$ cat src/hdl/lre_pkg.sv
// Constants and types shared by the literal and return execution block.
`default_nettype none
package lre_pkg;

   // ----------------------------------------------------------------
   // Instruction word layout
   // ----------------------------------------------------------------
   localparam int INSTR_W = 14;
   localparam int DATA_W = 8;
   localparam int LIT_LSB = 0;
   localparam int GRP_LSB = 10;
   localparam int GRP_W = 4;

   // ----------------------------------------------------------------
   // Opcode encodings
   // ----------------------------------------------------------------
   localparam logic [3:0] GRP_LOAD_LIT = 4'hc;
   localparam logic [3:0] GRP_RET_LIT = 4'hd;
   localparam logic [13:0] OP_RET_INTR = 14'h0009;
   localparam logic [13:0] OP_RET_SUB = 14'h0008;
   localparam logic [13:0] NOP_MASK = 14'h3f9f;
   localparam logic [13:0] NOP_VALUE = 14'h0000;

   // ----------------------------------------------------------------
   // Reset values, bit positions and cycle counts
   // ----------------------------------------------------------------
   localparam logic [7:0] ACC_RESET = 8'h00;
   localparam int PC_RESET = 0;
   localparam logic GIE_RESET = 1'b0;
   localparam int GIE_BIT = 7;
   localparam int RET_CYCLES = 2;
   localparam int SHORT_CYCLES = 1;

   // ----------------------------------------------------------------
   // Decoded operations and sequencer states
   // ----------------------------------------------------------------
   typedef enum logic [2:0] {
      LRE_OP_OTHER = 3'h0,
      LRE_OP_LOAD_LIT = 3'h1,
      LRE_OP_NOP = 3'h2,
      LRE_OP_RET_INTR = 3'h3,
      LRE_OP_RET_LIT = 3'h4,
      LRE_OP_RET_SUB = 3'h5
   } lre_op_t;

   typedef enum logic [0:0] {
      LRE_ST_EXEC = 1'b0,
      LRE_ST_FLUSH = 1'b1
   } lre_state_t;

endpackage
`default_nettype wire

$ cat src/hdl/lre_dec_if.sv
// Carrier between the instruction decoder and the execution core.
`default_nettype none
interface lre_dec_if;
   logic [lre_pkg::INSTR_W-1:0] word;
   lre_pkg::lre_op_t op;
   logic [lre_pkg::DATA_W-1:0] literal;

   modport dec (input word, output op, output literal);
   modport core (output word, input op, input literal);
endinterface
`default_nettype wire

$ cat src/hdl/lre_decode.sv
// Decoder that classifies one instruction word for the execution core.
`default_nettype none
module lre_decode (
   // Decode carrier
   lre_dec_if.dec dif
);

   // ----------------------------------------------------------------
   // Classification
   // ----------------------------------------------------------------
   logic [lre_pkg::GRP_W-1:0] grp;

   assign grp = dif.word[lre_pkg::GRP_LSB +: lre_pkg::GRP_W];
   assign dif.literal = dif.word[lre_pkg::LIT_LSB +: lre_pkg::DATA_W];

   always_comb begin
      if (grp == lre_pkg::GRP_LOAD_LIT) begin
         dif.op = lre_pkg::LRE_OP_LOAD_LIT;
      end else if (grp == lre_pkg::GRP_RET_LIT) begin
         dif.op = lre_pkg::LRE_OP_RET_LIT;
      end else if (dif.word == lre_pkg::OP_RET_INTR) begin
         dif.op = lre_pkg::LRE_OP_RET_INTR;
      end else if (dif.word == lre_pkg::OP_RET_SUB) begin
         dif.op = lre_pkg::LRE_OP_RET_SUB;
      end else if ((dif.word & lre_pkg::NOP_MASK) == lre_pkg::NOP_VALUE) begin
         dif.op = lre_pkg::LRE_OP_NOP;
      end else begin
         dif.op = lre_pkg::LRE_OP_OTHER;
      end
   end

endmodule
`default_nettype wire

$ cat src/hdl/lre_core.sv
// Execution core for literal load, no-operation and the three returns.
`default_nettype none

// What this block does
// - Load literal into accumulator, one cycle, flags kept.
// - Interrupt return pops stack into counter, two cycles.
// - Interrupt return sets global interrupt enable bit.
// - Literal return writes literal into accumulator, flags kept.
// - Literal return reloads counter from stack, two cycles.
// - Subroutine return pops stack, accumulator untouched, two cycles.
module lre_core #(
   parameter int PC_W = 13
) (
   // Clock and reset
   input wire logic clk,
   input wire logic rst_n,
   // Instruction fetch
   input wire logic instr_valid,
   input wire logic [lre_pkg::INSTR_W-1:0] instr_word,
   output logic instr_ready,
   // Call stack
   input wire logic [PC_W-1:0] stack_top_entry,
   output logic stack_pop,
   // Interrupt control
   input wire logic gie_clear,
   output logic global_interrupt_enable,
   output logic [7:0] interrupt_control_register,
   // Core state
   output logic [lre_pkg::DATA_W-1:0] accumulator,
   output logic [PC_W-1:0] program_counter,
   output logic status_write,
   output logic unsupported
);

   // ----------------------------------------------------------------
   // Parameter check
   // ----------------------------------------------------------------
   if (PC_W < 1 || PC_W > 16) begin : g_bad_pc_w
      $error("PC_W must lie between 1 and 16.");
   end

   // ----------------------------------------------------------------
   // Decode
   // ----------------------------------------------------------------
   lre_dec_if dif ();

   assign dif.word = instr_word;

   lre_decode u_decode (
      .dif(dif)
   );

   // ----------------------------------------------------------------
   // Sequencer and architectural state
   // ----------------------------------------------------------------
   lre_pkg::lre_state_t state_ff;
   lre_pkg::lre_state_t nxt_state;
   logic [lre_pkg::DATA_W-1:0] acc_ff;
   logic [lre_pkg::DATA_W-1:0] nxt_acc;
   logic [PC_W-1:0] pc_ff;
   logic [PC_W-1:0] nxt_pc;
   logic gie_ff;
   logic nxt_gie;
   logic pop_ff;
   logic nxt_pop;
   logic unsup_ff;
   logic nxt_unsup;
   logic take;
   logic is_ret;

   // The second cycle of a return refuses the word offered meanwhile.
   assign instr_ready = (state_ff == lre_pkg::LRE_ST_EXEC);
   assign take = instr_valid && instr_ready;
   // The three returns share the pop, the counter load and the flush.
   assign is_ret = (dif.op == lre_pkg::LRE_OP_RET_INTR) ||
      (dif.op == lre_pkg::LRE_OP_RET_LIT) ||
      (dif.op == lre_pkg::LRE_OP_RET_SUB);

   // ----------------------------------------------------------------
   // Sequencer
   // ----------------------------------------------------------------
   // A return spends one more cycle in which the fetched word is refused.
   always_comb begin
      nxt_state = state_ff;
      case (state_ff)
         lre_pkg::LRE_ST_EXEC: begin
            if (take && is_ret) begin
               nxt_state = lre_pkg::LRE_ST_FLUSH;
            end
         end
         lre_pkg::LRE_ST_FLUSH: begin
            nxt_state = lre_pkg::LRE_ST_EXEC;
         end
         default: begin
            nxt_state = lre_pkg::LRE_ST_EXEC;
         end
      endcase
   end

   always_ff @(posedge clk or negedge rst_n) begin
      if (!rst_n) begin
         state_ff <= lre_pkg::LRE_ST_EXEC;
      end else begin
         state_ff <= nxt_state;
      end
   end

   // ----------------------------------------------------------------
   // Accumulator
   // ----------------------------------------------------------------
   // Only the two literal forms write it; every other word, the returns
   // without a literal included, leaves it as it was.
   always_comb begin
      nxt_acc = acc_ff;
      if (take) begin
         case (dif.op)
            lre_pkg::LRE_OP_LOAD_LIT: begin
               nxt_acc = dif.literal;
            end
            lre_pkg::LRE_OP_RET_LIT: begin
               nxt_acc = dif.literal;
            end
            default: begin
               nxt_acc = acc_ff;
            end
         endcase
      end
   end

   always_ff @(posedge clk or negedge rst_n) begin
      if (!rst_n) begin
         acc_ff <= lre_pkg::ACC_RESET;
      end else begin
         acc_ff <= nxt_acc;
      end
   end

   // ----------------------------------------------------------------
   // Program counter
   // ----------------------------------------------------------------
   // A return takes the popped entry; any other accepted word, an unknown
   // one included, steps the counter by one.
   always_comb begin
      nxt_pc = pc_ff;
      if (take) begin
         if (is_ret) begin
            nxt_pc = stack_top_entry;
         end else begin
            nxt_pc = pc_ff + PC_W'(1);
         end
      end
   end

   always_ff @(posedge clk or negedge rst_n) begin
      if (!rst_n) begin
         pc_ff <= PC_W'(lre_pkg::PC_RESET);
      end else begin
         pc_ff <= nxt_pc;
      end
   end

   // ----------------------------------------------------------------
   // Global interrupt enable
   // ----------------------------------------------------------------
   // A clear drops the bit at the next edge, but an interrupt return taken
   // in the same cycle sets it and wins.
   always_comb begin
      nxt_gie = gie_ff;
      if (gie_clear) begin
         nxt_gie = 1'b0;
      end
      if (take && (dif.op == lre_pkg::LRE_OP_RET_INTR)) begin
         nxt_gie = 1'b1;
      end
   end

   always_ff @(posedge clk or negedge rst_n) begin
      if (!rst_n) begin
         gie_ff <= lre_pkg::GIE_RESET;
      end else begin
         gie_ff <= nxt_gie;
      end
   end

   // ----------------------------------------------------------------
   // One-cycle pulses
   // ----------------------------------------------------------------
   // The pop request and the unknown-word flag stand for one cycle only;
   // the stack and the fetch path must act on them at once.
   always_comb begin
      nxt_pop = take && is_ret;
      nxt_unsup = take && (dif.op == lre_pkg::LRE_OP_OTHER);
   end

   always_ff @(posedge clk or negedge rst_n) begin
      if (!rst_n) begin
         pop_ff <= 1'b0;
         unsup_ff <= 1'b0;
      end else begin
         pop_ff <= nxt_pop;
         unsup_ff <= nxt_unsup;
      end
   end

   // ----------------------------------------------------------------
   // Outputs
   // ----------------------------------------------------------------
   assign accumulator = acc_ff;
   assign program_counter = pc_ff;
   assign global_interrupt_enable = gie_ff;
   assign stack_pop = pop_ff;
   assign unsupported = unsup_ff;
   // None of these instructions touches a status flag.
   assign status_write = 1'b0;

   always_comb begin
      interrupt_control_register = 8'h00;
      interrupt_control_register[lre_pkg::GIE_BIT] = gie_ff;
   end

endmodule
`default_nettype wire

$ cat config.mk
export PLATFORM = sky130hd
export DESIGN_NAME = lre_core
export DESIGN_NICKNAME = d
export VERILOG_FILES = /design/src/hdl/lre_pkg.sv /design/src/hdl/lre_dec_if.sv /design/src/hdl/lre_decode.sv /design/src/hdl/lre_core.sv
export SDC_FILE = /design/constraint.sdc
export NUM_CORES = 1
export LEC_CHECK = 0
export ABC_AREA = 1
export BUFFER_PORTS_ARGS = -buffer_cell sky130_fd_sc_hd__buf_4
export CORE_ASPECT_RATIO = 0.6
export CORE_UTILIZATION = 52
export CTS_CLUSTER_SIZE = 24
export DETAILED_ROUTE_END_ITERATION = 6
export PLACE_DENSITY = 0.84
export SETUP_SLACK_MARGIN = 0.15
export SLEW_MARGIN = 20
export SYNTH_ARGS = -nofsm -noshare
export SYNTH_HDL_FRONTEND = slang
export SYNTH_SLANG_ARGS = --single-unit
$ cat constraint.sdc
create_clock -name clk -period 2.9 [get_ports clk]
set_clock_uncertainty 0.1 [all_clocks]
set_input_delay 0.58 -clock clk [delete_from_list [all_inputs] [get_ports clk]]
set_output_delay 0.58 -clock clk [all_outputs]
set_load 0.02 [all_outputs]
==> impl_summary.md, run 1 <==
Routing
The post-route antenna net violation count is 0. The number of violations reported at the end of detailed-routing iteration 0 is 111. In the routed design, unresolved DRC markers number 0. The via count of the routed design is 1,533. The first detailed-routing pass took 4 iterations. The mean number of vias per cell is between 4 and 5. The wire length after detailed routing is about 3600 um.

In the final routed layout, each cell accounts on average for about 11 um.

Clock network
The tree is rooted in a sky130_fd_sc_hd__clkbuf_8. The clock tree from TritonCTS is yes. After clock tree synthesis, the clock-pin slew on the worst setup and hold paths is 0.08 ns. TritonCTS created 3 clock buffers.

In this run, post-CTS repair resized a total of 0 instances. CTS saw 25 sinks. The setup fix buffers added after clock tree synthesis is 0. The quantity of hold-fixing buffers added after cts is 0. Clock latency on the worst-skew pair, taken at its later pin, is 0.26 ns. The maximum level of the CTS H-tree is 1. The clock passes through at most 2 buffers.

Cells and area
The filler cells instantiated in the layout total 255. Summing all multi-input logic gate instances after layout gives between 800 and 900 um^2. The net count of the finished layout is approximately 320.

The number of standard cells in the final layout excluding fillers is 327. The total inserted antenna cells is 0. The area used by sequential logic in the layout is approximately 630 um^2.

Leaving out fill and tap cells, the most frequent cells in the layout are sky130_fd_sc_hd__nand2_1, sky130_fd_sc_hd__buf_4, sky130_fd_sc_hd__inv_1. The library cell used most frequently in the layout, excluding fill and tap cells, is sky130_fd_sc_hd__nand2_1. Of the cells placed in the final design, the portion with a size suffix greater than 1 is 0.302.

From synthesis to final layout, the design area changed by 26.4%.

Pwr
In this run the power spent charging and discharging nets is around 0.47 mW. Of the total power, the share spent switching nets is 0.390. The internal power component is roughly 0.74 mW. The worst-case IR drop observed on VDD is about 0.28 mV. The sequential group share of total power is 0.436. The power after layout is roughly 1.2 mW. The share of power burned in combinational logic is 0.400. The analysis attributes to cell leakage a power of around 1.2 nW. The power density of the placed cells is between 500 and 600 nW/um^2. Of the total power, the clock network draws 0.164.

Die
For this configuration, the core starts out at a cell density of 0.564. In this run the count of I/O pins placed on the die edge is 65. The vertical die dimension is roughly 46 um. After floorplanning, the core was divided into 15 placement rows. The area of the die is ~3500 um^2. The core area is 2970 um^2. In this run the horizontal extent of the chip is roughly 75 um.

Worst setup path
The biggest fanout along the worst timing path is 16. The critical path is of the in2reg type. Data on the critical path is required at its endpoint by 2.95 ns.

The setup slack of the most critical reg-to-reg path is around 1.1 ns. The element type at the critical path start is an input port. The arrival time of data at the critical path endpoint is around 1.9 ns. The type of element capturing the critical path is a register. The capture point of the worst reg-to-reg path is accumulator[7]$_DFFE_PN0P_.

The count of cells along the worst register-to-register path is 5. The reg-to-reg critical path startpoint is state_ff$_DFF_PN0_.

Placed design
The HPWL after detailed placement is roughly 2900 um. The placer congestion estimate is 0.857. The count of buffers inserted at the top-level ports is 56.

Once placement completed, the tool counted placed cells totaling between 300 and 400. Before CTS, the worst setup slack after placement is 0.819 ns.

STA
The slack of the critical path is 1.09 ns. Hold timing on the final database bottoms out at a slack of 0.102 ns. For the final routed database, the setup TNS stands at 0 ns. The highest achievable clock rate is 0.551 GHz. The post-route minimum period is ~1.8 ns. The post-route fraction of the period consumed by the critical path is 0.625. The number of setup violations in the final report is 0.

The final count of hold timing violations was 0. The final max-slew violation count is 0. Setup repair after global routing left no endpoint under its margin.

Hold path
The worst hold path belongs to the class in2async.

Global routing
The combined global-route utilization of all metal layers is 0.230. The initial antenna violation count is 0. The first-pass GRT wire length is 5800 um. Summed over all layers, the global routing overflow is 0. The maximum number of pins on one net before global-route repair is 26.

The via count of the first global-routing pass is ~1,300.

Synth
The register bit count reported by yosys is 25. The mean cell area of the mapped netlist is between 7 and 8 um^2. Of the post-synthesis cell area, the dominant cell type holds 0.374. The share of synthesized area occupied by flip-flops and latches is 0.374.

The cell area that synthesis handed to floorplanning was around 1700 um^2. Yosys attributes the largest share of cell area to sky130_fd_sc_hd__dfrtp_1, sky130_fd_sc_hd__nand2_1, sky130_fd_sc_hd__inv_1. The count of warnings emitted by yosys is 0.

The number of distinct library cell variants in the gate-level netlist after synthesis is 24. The cell count after synthesis is about 230. The largest area contributor in the synthesized netlist is sky130_fd_sc_hd__dfrtp_1.

Run status
The run finished with clean final reports.

Flow run
The number of maximum-capacitance violations is 0.
[how the worst max path moves through the flow]
stage / start / to / cells after the start
2_1_floorplan: instr_word[3] / program_counter[10]$_DFFE_PN0P_ / 10
3_3_place_gp: instr_valid / accumulator[4]$_DFFE_PN0P_ / 5
3_5_place_dp: instr_valid / accumulator[7]$_DFFE_PN0P_ / 5
4_1_cts: instr_valid / accumulator[7]$_DFFE_PN0P_ / 5
5_1_grt: state_ff$_DFF_PN0_ / accumulator[7]$_DFFE_PN0P_ / 5
6_report: instr_valid / accumulator[7]$_DFFE_PN0P_ / 5
[synthesized netlist by cell type]
master / number
sky130_fd_sc_hd__nand2_4: 2
sky130_fd_sc_hd__inv_1: 32
sky130_fd_sc_hd__dfrtp_1: 25
sky130_fd_sc_hd__nor2_4: 1
sky130_fd_sc_hd__nand2_2: 11
sky130_fd_sc_hd__ha_1: 1
sky130_fd_sc_hd__nand3_4: 1
sky130_fd_sc_hd__xor2_1: 6
sky130_fd_sc_hd__buf_4: 10
sky130_fd_sc_hd__o21ai_0: 5
sky130_fd_sc_hd__nor2_1: 18
sky130_fd_sc_hd__clkbuf_1: 1
sky130_fd_sc_hd__conb_1: 1
sky130_fd_sc_hd__mux2_2: 5
sky130_fd_sc_hd__nand3b_1: 1
sky130_fd_sc_hd__xnor2_1: 1
sky130_fd_sc_hd__nand4_1: 10
sky130_fd_sc_hd__nand3_1: 20
sky130_fd_sc_hd__inv_2: 2
sky130_fd_sc_hd__o22ai_1: 1
sky130_fd_sc_hd__nor2_2: 4
sky130_fd_sc_hd__buf_12: 1
sky130_fd_sc_hd__buf_2: 1
sky130_fd_sc_hd__nand2_1: 71
[power by group through the flow]
stage / Sequential (mW) / Combinational (mW) / Clock, mW
after floorplan: 0.600 / 0.209 / 0
after global placement: 0.530 / 0.474 / 0
after detailed placement: 0.531 / 0.484 / 0
after CTS: 0.525 / 0.486 / 0.204
after global routing: 0.538 / 0.537 / 0.221
final: 0.527 / 0.483 / 0.198
[worst max-delay path: stages]
cell and delay, ns:
sky130_fd_sc_hd__buf_4 0.11, sky130_fd_sc_hd__nand2_2 0.23, sky130_fd_sc_hd__inv_2 0.20, sky130_fd_sc_hd__nand2_1 0.34, sky130_fd_sc_hd__mux2_2 0.40
[cell type report]
cell class	instances	share of cell area
multi-input combinational	166	0.398
clock inverter	1	0.00237
tap	42	0.0249
sequential	25	0.296
timing repair buffer	56	0.199
inverter	34	0.0604
clock buffer	3	0.0195
[through the flow]
step	instance area [um^2]	utilization
4_1_cts	2110	0.713
3_3_place_gp	2070	0.697
2_1_floorplan	1700	-
5_1_grt	2110	0.713
6_report	2110	0.713
3_5_place_dp	2070	0.697
[state kept, by name (all words and copies together), names as in the netlist]
| register | count |
|---|---|
| unsupported | 1 |
| program_counter | 13 |
| accumulator | 8 |
| state_ff | 1 |
| stack_pop | 1 |
| global_interrupt_enable | 1 |
[routing by layer]
metal  GRT usage  vias up  part of all wire  routed length [um]
li1            -      809                 -                   -
met1       0.341      663              0.51                1860
met2       0.344       55              0.40                1460
met3      0.0420        6             0.069                 249
met4      0.0667        0             0.017                  60
met5           0        -                 0                   0
[cells by family after synthesis]
group,synth area share
other cells,0.00224
compound gates,0.0187
simple gates,0.388
xor+xnor,0.0367
mux,0.0337
buf+inv,0.138
fa+ha+maj,0.00748
flops,0.374
Power figures use the tool's default switching activity.
==> inputs of run 2 (changes only) <==
--- a/config.mk
+++ b/config.mk
@@ -5,13 +5,13 @@
 export SDC_FILE = /design/constraint.sdc
 export NUM_CORES = 1
 export LEC_CHECK = 0
-export ABC_AREA = 1
+export ABC_AREA = 0
 export BUFFER_PORTS_ARGS = -buffer_cell sky130_fd_sc_hd__buf_4
 export CORE_ASPECT_RATIO = 0.6
-export CORE_UTILIZATION = 52
+export CORE_UTILIZATION = 42
 export CTS_CLUSTER_SIZE = 24
 export DETAILED_ROUTE_END_ITERATION = 6
-export PLACE_DENSITY = 0.84
+export PLACE_DENSITY = 0.76
 export SETUP_SLACK_MARGIN = 0.15
 export SLEW_MARGIN = 20
 export SYNTH_ARGS = -nofsm -noshare
==> constraint.sdc (replaced) <==
create_clock -name clk -period 1.6 [get_ports clk]
set_clock_uncertainty 0.1 [all_clocks]
set_input_delay 0.32 -clock clk [delete_from_list [all_inputs] [get_ports clk]]
set_output_delay 0.32 -clock clk [all_outputs]
set_load 0.02 [all_outputs]
==> run 2 against run 1 <==
The flow now finishes with violations (negative setup slack). Highest routed layer unchanged. Critical path depth unchanged. Sequential power increased by 79%. Via count decreased by 3.3%. Die area increased by 6.2%. First-iteration DRC count decreased by 54%. Area after synthesis decreased by 14%. Cell count decreased by 15%.
==> impl_summary.md, run 2 <==
Run status
The flow ran to the end, but the final reports show violations. The final reports fail on negative setup slack.

Synth
Counting flops with an async set or reset pin after synthesis yields a share of 1.00. The area fraction of the dominant cell type after synthesis is 0.436. Ranked by total cell area, the synthesized netlist is headed by sky130_fd_sc_hd__dfrtp_1, sky130_fd_sc_hd__mux2_2, sky130_fd_sc_hd__buf_4. The register bit count reported by yosys is 25. The primary flip-flop cell chosen by synthesis mapping is sky130_fd_sc_hd__dfrtp_1.

Yosys printed 0 warnings. The cell count after synthesis is 140. After synthesis the cells add up to 1440 um^2.

The mean cell area of the mapped netlist is a little over 10 um^2. The number of different library cells used by synthesis comes to 46. By instance count, the leading cell after synthesis is sky130_fd_sc_hd__dfrtp_1. The count of flip-flops with a built-in enable after synthesis is 0. The largest total area in the synthesized netlist belongs to sky130_fd_sc_hd__dfrtp_1. Counting instances in the post-synthesis netlist gives the leading cell types as sky130_fd_sc_hd__dfrtp_1, sky130_fd_sc_hd__nand3_1, sky130_fd_sc_hd__buf_4, sky130_fd_sc_hd__nand2_1.

The share of synthesized area occupied by flip-flops and latches is 0.436.

Worst setup path
Along the worst path, the maximum fanout reaches 2. The capture point of the worst reg-to-reg path is program_counter[12]$_DFFE_PN0P_. For the worst setup path, the data required time is between 1.5 and 2 ns. The worst setup path startpoint is program_counter[1]$_DFFE_PN0P_. The type of the worst setup path is reg2reg.

The arrival time of data at the critical path endpoint is ~1.8 ns. The startpoint identified for the worst register-to-register timing path is program_counter[1]$_DFFE_PN0P_. The count of cells along the worst register-to-register path is 5. The setup check on the worst reg-to-reg path leaves a slack of -0.13 ns.

The element type at the critical path start is a register. The type of element capturing the critical path is a register. The most critical setup path has its endpoint at program_counter[12]$_DFFE_PN0P_.

Cells and area
The post-layout net count is ~270. The signed area change from the synthesized netlist to the final layout is 67.6%. After the flow finishes, the layout carries non-filler instances totaling between 200 and 300. The fraction of layout cells with a size suffix above 1 is 0.595. After filler insertion, the fill cell instance count of the layout stands at 217. The register with the most flip-flops in the layout has 13 of them.

The most common cell after layout, fill and taps aside is sky130_fd_sc_hd__buf_4. In the final layout, the multi-input gates occupy about 860 um^2. The top cell types in the final layout, fill and taps aside, are sky130_fd_sc_hd__buf_4, sky130_fd_sc_hd__dfrtp_1, sky130_fd_sc_hd__nand3_1.

The number of antenna diodes in the final layout is 0. Summing all flip-flop and latch instances after layout gives 631 um^2.

STA
The final count of hold timing violations is 0. Setup repair after global routing could not meet its margin everywhere. Setup violations remaining at the end of the flow were counted as 2. The post-route minimum period is 1.73 ns. Setup slack on the critical path of the routed design comes to -0.130 ns. The post-route fraction of the period consumed by the critical path is 1.08. The final max-slew violation count is 0.

The highest achievable clock rate is slightly below 0.6 GHz.

Routing
After detailed routing, the average wire length per cell comes to 16.4 um. The number of DRC violations after detailed routing is 0. The post-route antenna net violation count is 0. Using the TritonRoute via totals, the vias-per-cell ratio works out to 5.35. The number of violations reported at the end of detailed-routing iteration 0 is between 50 and 60. Wires add up to around 4500 um.

Detailed routing inserted a total of 1,483 vias. The first TritonRoute pass finished after 4 iterations.

Global routing
Across every metal layer, demand over resource in global routing totals 0.236. The via count of the first global-routing pass is 1,331. The maximum number of pins on one net before global-route repair is 26. The initial antenna violation count is 0. The first global-routing pass estimated around 6400 um of wire. After global routing the overflow that remains totals 0.

Die
The starting density of the core is 0.440. The core area is around 3300 um^2. The vertical die dimension is approximately 47 um. The die covers 3670 um^2.

The floorplan has 16 rows. The die is roughly 77 um wide. 65 I/O pins were placed.

Clock network
In this run the number of H-tree levels came out at 1. The clock tree from TritonCTS is yes. The maximum number of buffers from clock root to sink is 2.

The tree built by TritonCTS fans out to 25 sinks. The total clock buffers created by CTS is 3. The clock root buffer is sky130_fd_sc_hd__clkbuf_8. The post-CTS clock slew at the launch and capture registers of the worst setup and hold paths is roughly 0.090 ns.

The clock insertion delay at the later pin of the skew report is between 0.2 and 0.3 ns.

Flow run
Max-cap violations in this run came to 0.

Pwr
In this run the static leakage power is approximately 1.1 nW. The worst-case IR drop observed on VDD is around 0.70 mV. The power after layout is a little over 3 mW.

The power density of the placed cells is about 1300 nW/um^2.

Hold path
The type of the worst min-delay path is in2reg. The start point of the worst hold path is gie_clear.

Placed design
The congestion estimate from routability-driven global placement came to around 0.8. The HPWL after detailed placement is roughly 3200 um. The number of placed instances with taps included is approximately 260. Buffers placed on the I/O ports in this run total 56.
==> run 2: cell types whose count changed after synthesis, sizes merged, moves of 4 or more <==
cell / previous run / this run
a21oi: 0 / 4
nand2: 84 / 10
nor2: 23 / 8
mux2i: 0 / 4
xor2: 6 / 0
inv: 34 / 5
nand3: 21 / 13
a2bb2oi: 0 / 7
==> run 2: repair_timing <==
action / CTS / global route
pin swaps: 4 / 5
cloned: 0 / 1
gates resized for setup: 7 / 23
hold buffers: 1 / 0
endpoints found under the setup margin: 14 / 24
buffers inserted: 1 / 7
endpoints found under the hold margin: 25 / 0
==> run 2: area by class of cell <==
cell class | count | area share
Sequential cell | 25 | 0.262
Clock buffer | 4 | 0.0187
Timing Repair Buffer | 96 | 0.332
Inverter | 5 | 0.00780
Multi-Input combinational cell | 102 | 0.356
Tap cell | 45 | 0.0234
==> run 2: metrics by stage <==
stage	TNS, ns	setup slack [ns]	utilization	area [um^2]	hold slack [ns]
final	-0.142	-0.130	0.738	2410	0.136
after global routing	-0.512	-0.197	0.738	2410	0.130
after CTS	-0.144	-0.144	0.676	2210	0.134
after detailed placement	-2.16	-0.234	0.649	2120	0.147
after global placement	-1.09	-0.160	0.649	2120	0.137
after floorplan	-0.373	-0.196	-	1510	-0.0756
==> run 2: where the power goes <==
part	internal, mW	switching [mW]
clock	0.179	0.205
sequential	0.817	0.127
combinational	0.887	0.823
total	1.88	1.15
==> run 2: logic make-up after synthesis <==
| logic type | share of synthesized area |
|---|---|
| and+or+nand+nor | 0.226 |
| AOI/OAI and AO/OA | 0.149 |
| DFF | 0.436 |
| buffers and inverters | 0.0880 |
| muxes | 0.0906 |
| adders and majority gates | 0.00871 |
| other | 0.00261 |
==> run 2: worst min-delay path by stage <==
stage | to | depth (start not counted)
after floorplan | accumulator[0]$_DFFE_PN0P_ | 0
after global placement | accumulator[1]$_DFFE_PN0P_ | 1
after detailed placement | stack_pop$_DFF_PN0_ | 1
after CTS | global_interrupt_enable$_DFFE_PN0P_ | 2
after global routing | global_interrupt_enable$_DFFE_PN0P_ | 2
final | global_interrupt_enable$_DFFE_PN0P_ | 2
==> run 2: metal layers <==
metal  vias up  routed length [um]  GRT usage
met1       722                2180      0.310
li1        695                   -          -
met5         -                   0          0
met2        62                2030      0.419
met4         0                  25     0.0415
met3         4                 288     0.0524
==> run 2: critical path, cell delays in order (launching register included) <==
cell and delay [ns]:
sky130_fd_sc_hd__dfrtp_2 0.40, sky130_fd_sc_hd__ha_4 0.13, sky130_fd_sc_hd__nand4_1 0.10, sky130_fd_sc_hd__or4_4 0.43, sky130_fd_sc_hd__or4_4 0.43, sky130_fd_sc_hd__nand3_2 0.08
==> inputs of run 3 (changes only) <==
--- a/config.mk
+++ b/config.mk
@@ -8,10 +8,10 @@
 export ABC_AREA = 0
 export BUFFER_PORTS_ARGS = -buffer_cell sky130_fd_sc_hd__buf_4
 export CORE_ASPECT_RATIO = 0.6
-export CORE_UTILIZATION = 42
+export CORE_UTILIZATION = 46
 export CTS_CLUSTER_SIZE = 24
 export DETAILED_ROUTE_END_ITERATION = 6
-export PLACE_DENSITY = 0.76
+export PLACE_DENSITY = 0.79
 export SETUP_SLACK_MARGIN = 0.15
 export SLEW_MARGIN = 20
 export SYNTH_ARGS = -nofsm -noshare
==> constraint.sdc (replaced) <==
create_clock -name clk -period 1.9 [get_ports clk]
set_clock_uncertainty 0.1 [all_clocks]
set_input_delay 0.38 -clock clk [delete_from_list [all_inputs] [get_ports clk]]
set_output_delay 0.38 -clock clk [all_outputs]
set_load 0.02 [all_outputs]
==> run 3 against run 2 <==
Worst hold slack better by 0.053 ns. The run now ends clean. Critical path type unchanged. Sequential share of layout area is 4.6 points higher. Clock power is 16% lower.
==> impl_summary.md, run 3 (synthesis gave the netlist of run 2 again) <==
Run status
The run finished with clean final reports.

Cells and area
The most common cell after layout, fill and taps aside is sky130_fd_sc_hd__buf_4. The total inserted antenna cells is 0. The register with the most flip-flops in the layout has 13 of them.

The signed area change from the synthesized netlist to the final layout is 42.8%. The number of standard cells in the final layout excluding fillers is approximately 250. The post-layout net count is approximately 240. The post-route core utilization is 0.700. In the layout the commonest cells are sky130_fd_sc_hd__buf_4, sky130_fd_sc_hd__dfrtp_1, sky130_fd_sc_hd__nand3_1. The fraction of layout cells with a size suffix above 1 is 0.498.

Routing
The mean number of vias per cell is approximately 5.5. The wire length after detailed routing is 3850 um. The count of nets left with antenna violations once routing finished came out at 0.

The first routing iteration left around 130 violations. In the routed design, unresolved DRC markers number 0. The mean routed wirelength per cell is around 15 um.

The first TritonRoute pass finished after 4 iterations. The via count of the routed design is ~1,400.

Pwr
The worst vdd rail ir drop is just under 0.6 mV. The total leakage power is 0.967 nW. Overall power consumption after layout is estimated at 2.26 mW.

Dividing total power by cell area gives a power density of approximately 1100 nW/um^2.

Clock network
Clock tree synthesis selected as its root buffer the cell sky130_fd_sc_hd__clkbuf_8. The clock passes through at most 2 buffers. TritonCTS created 3 clock buffers. The clock tree from TritonCTS is yes. The clock insertion delay at the later pin of the skew report is approximately 0.27 ns. The total number of clock tree sinks is 25.

The maximum level of the CTS H-tree is 1. Clock-pin slew was measured on the worst setup and hold paths at ~0.090 ns.

Worst setup path
The standard cell with the maximum stage delay on the critical path is sky130_fd_sc_hd__or4_4. The worst setup path is captured at a register. The biggest fanout along the worst timing path is 2. The count of buffering cells on the critical path with inverters included is 0. The element type at the critical path start is a register.

In this design, the stage delay of the slowest critical-path cell is approximately 0.42 ns. The cell family contributing the most delay on the critical path is simple AND/OR/NAND/NOR gates. The total stage count of the critical path is 5. For the worst flop-to-flop path, the logic depth is 5. The worst setup path is of the reg2reg kind. Data on the critical path is required at its endpoint by 2.02 ns.

The arrival time of data at the critical path endpoint is 1.84 ns. The signal on the critical path passes through ha_4 > nand4_1 > or4_4 > or4_1 > nand3_1.

Placed design
The number of placed instances, taps included, is 241. The placer congestion estimate is ~0.89. The count of buffers inserted at the top-level ports is between 50 and 60. The placed wire-length estimate is around 2900 um. The placement-stage worst setup slack is between 0.05 and 0.06 ns.

Die
The core area is 2930 um^2. The starting density of the core is 0.491. The floorplan step defined a die boundary enclosing between 3000 and 4000 um^2. The I/O pin count is 65. Measured along the x axis, the die boundary spans 74.1 um.

The number of core rows is 15. From bottom edge to top edge, the die measures 45.3 um.

Global routing
Entering global routing, the biggest net connects 26 pins. The via count of the first global-routing pass is approximately 1,300. The remaining global-route overflow is 0.

The first-pass GRT wire length is roughly 6000 um. The combined global-route utilization of all metal layers is 0.240. The initial antenna violation count is 0.

STA
Setup repair after global routing could not meet its margin everywhere. Timing would allow up to slightly below 0.6 GHz. The final max-slew violation count is 0. Dividing the final minimum period by the clock period gives 0.907. The slack of the critical path is around 0.18 ns. Setup violations remaining at the end of the flow were counted as 0.

The final count of hold timing violations came to 0. The clock period could shrink to around 1.7 ns. Setup total negative slack on the finished layout was measured at 0 ns.

Hold path
Counting instances, the worst hold path has a depth of 2. The type of the worst min-delay path is in2reg.

Flow run
The number of maximum-capacitance violations is 0.
-- run 3: path summary, 6_finish.rpt --
| kind | start | endpoint | slack (ns) |
|---|---|---|---|
| worst max register to register | program_counter[0]$_DFFE_PN0P_ | program_counter[12]$_DFFE_PN0P_ | 0.18 |
| min in group asynchronous | rst_n | program_counter[5]$_DFFE_PN0P_ | 0.44 |
| worst min-delay path | gie_clear | global_interrupt_enable$_DFFE_PN0P_ | 0.19 |
| max in group asynchronous | rst_n | program_counter[0]$_DFFE_PN0P_ | 0.99 |
| worst max-delay path | program_counter[0]$_DFFE_PN0P_ | program_counter[12]$_DFFE_PN0P_ | 0.18 |
| worst min register to register | accumulator[6]$_DFFE_PN0P_ | accumulator[6]$_DFFE_PN0P_ | 0.42 |
-- run 3: cell type report --
type,instances,area [um^2]
Tap cell,42,52.6
Inverter,5,18.8
Timing Repair Buffer,73,551
Fill cell,231,877
Sequential cell,25,632
Clock buffer,4,45.0
Multi-Input combinational cell,102,752
-- run 3: worst register-to-register path: stages, from the launching register on --
cell and delay (ns):
sky130_fd_sc_hd__dfrtp_2 0.40, sky130_fd_sc_hd__ha_4 0.14, sky130_fd_sc_hd__nand4_1 0.11, sky130_fd_sc_hd__or4_4 0.42, sky130_fd_sc_hd__or4_1 0.41, sky130_fd_sc_hd__nand3_1 0.09
-- run 3: what timing repair did --
| item | CTS | global route |
|---|---|---|
| gates resized for setup | 0 | 5 |
| pin swaps | 1 | 3 |
| buffers inserted | 2 | 3 |
| endpoints found under the setup margin | 1 | 3 |
| hold buffers | 1 | 0 |
| hold endpoints to repair | 25 | 0 |
-- run 3: per-layer routing --
layer | GRT usage | part of all wire | up-vias
met5 | 0 | 0 | -
met4 | 0.0654 | 0.014 | 0
met3 | 0.0424 | 0.075 | 9
met2 | 0.376 | 0.46 | 77
met1 | 0.345 | 0.45 | 666
li1 | - | - | 641
-- run 3: power breakdown --
group / switching (mW) / total (mW) / internal [mW]
registers: 0.148 / 0.839 / 0.690
logic: 0.561 / 1.09 / 0.532
clock network: 0.173 / 0.323 / 0.150
-- run 3: metrics by stage --
stage / cell area (um^2) / hold slack (ns)
after floorplan: 1490 / -0.0156
after global placement: 1940 / 0.200
after detailed placement: 1940 / 0.203
after CTS: 2010 / 0.191
after global routing: 2050 / 0.196
final: 2050 / 0.189
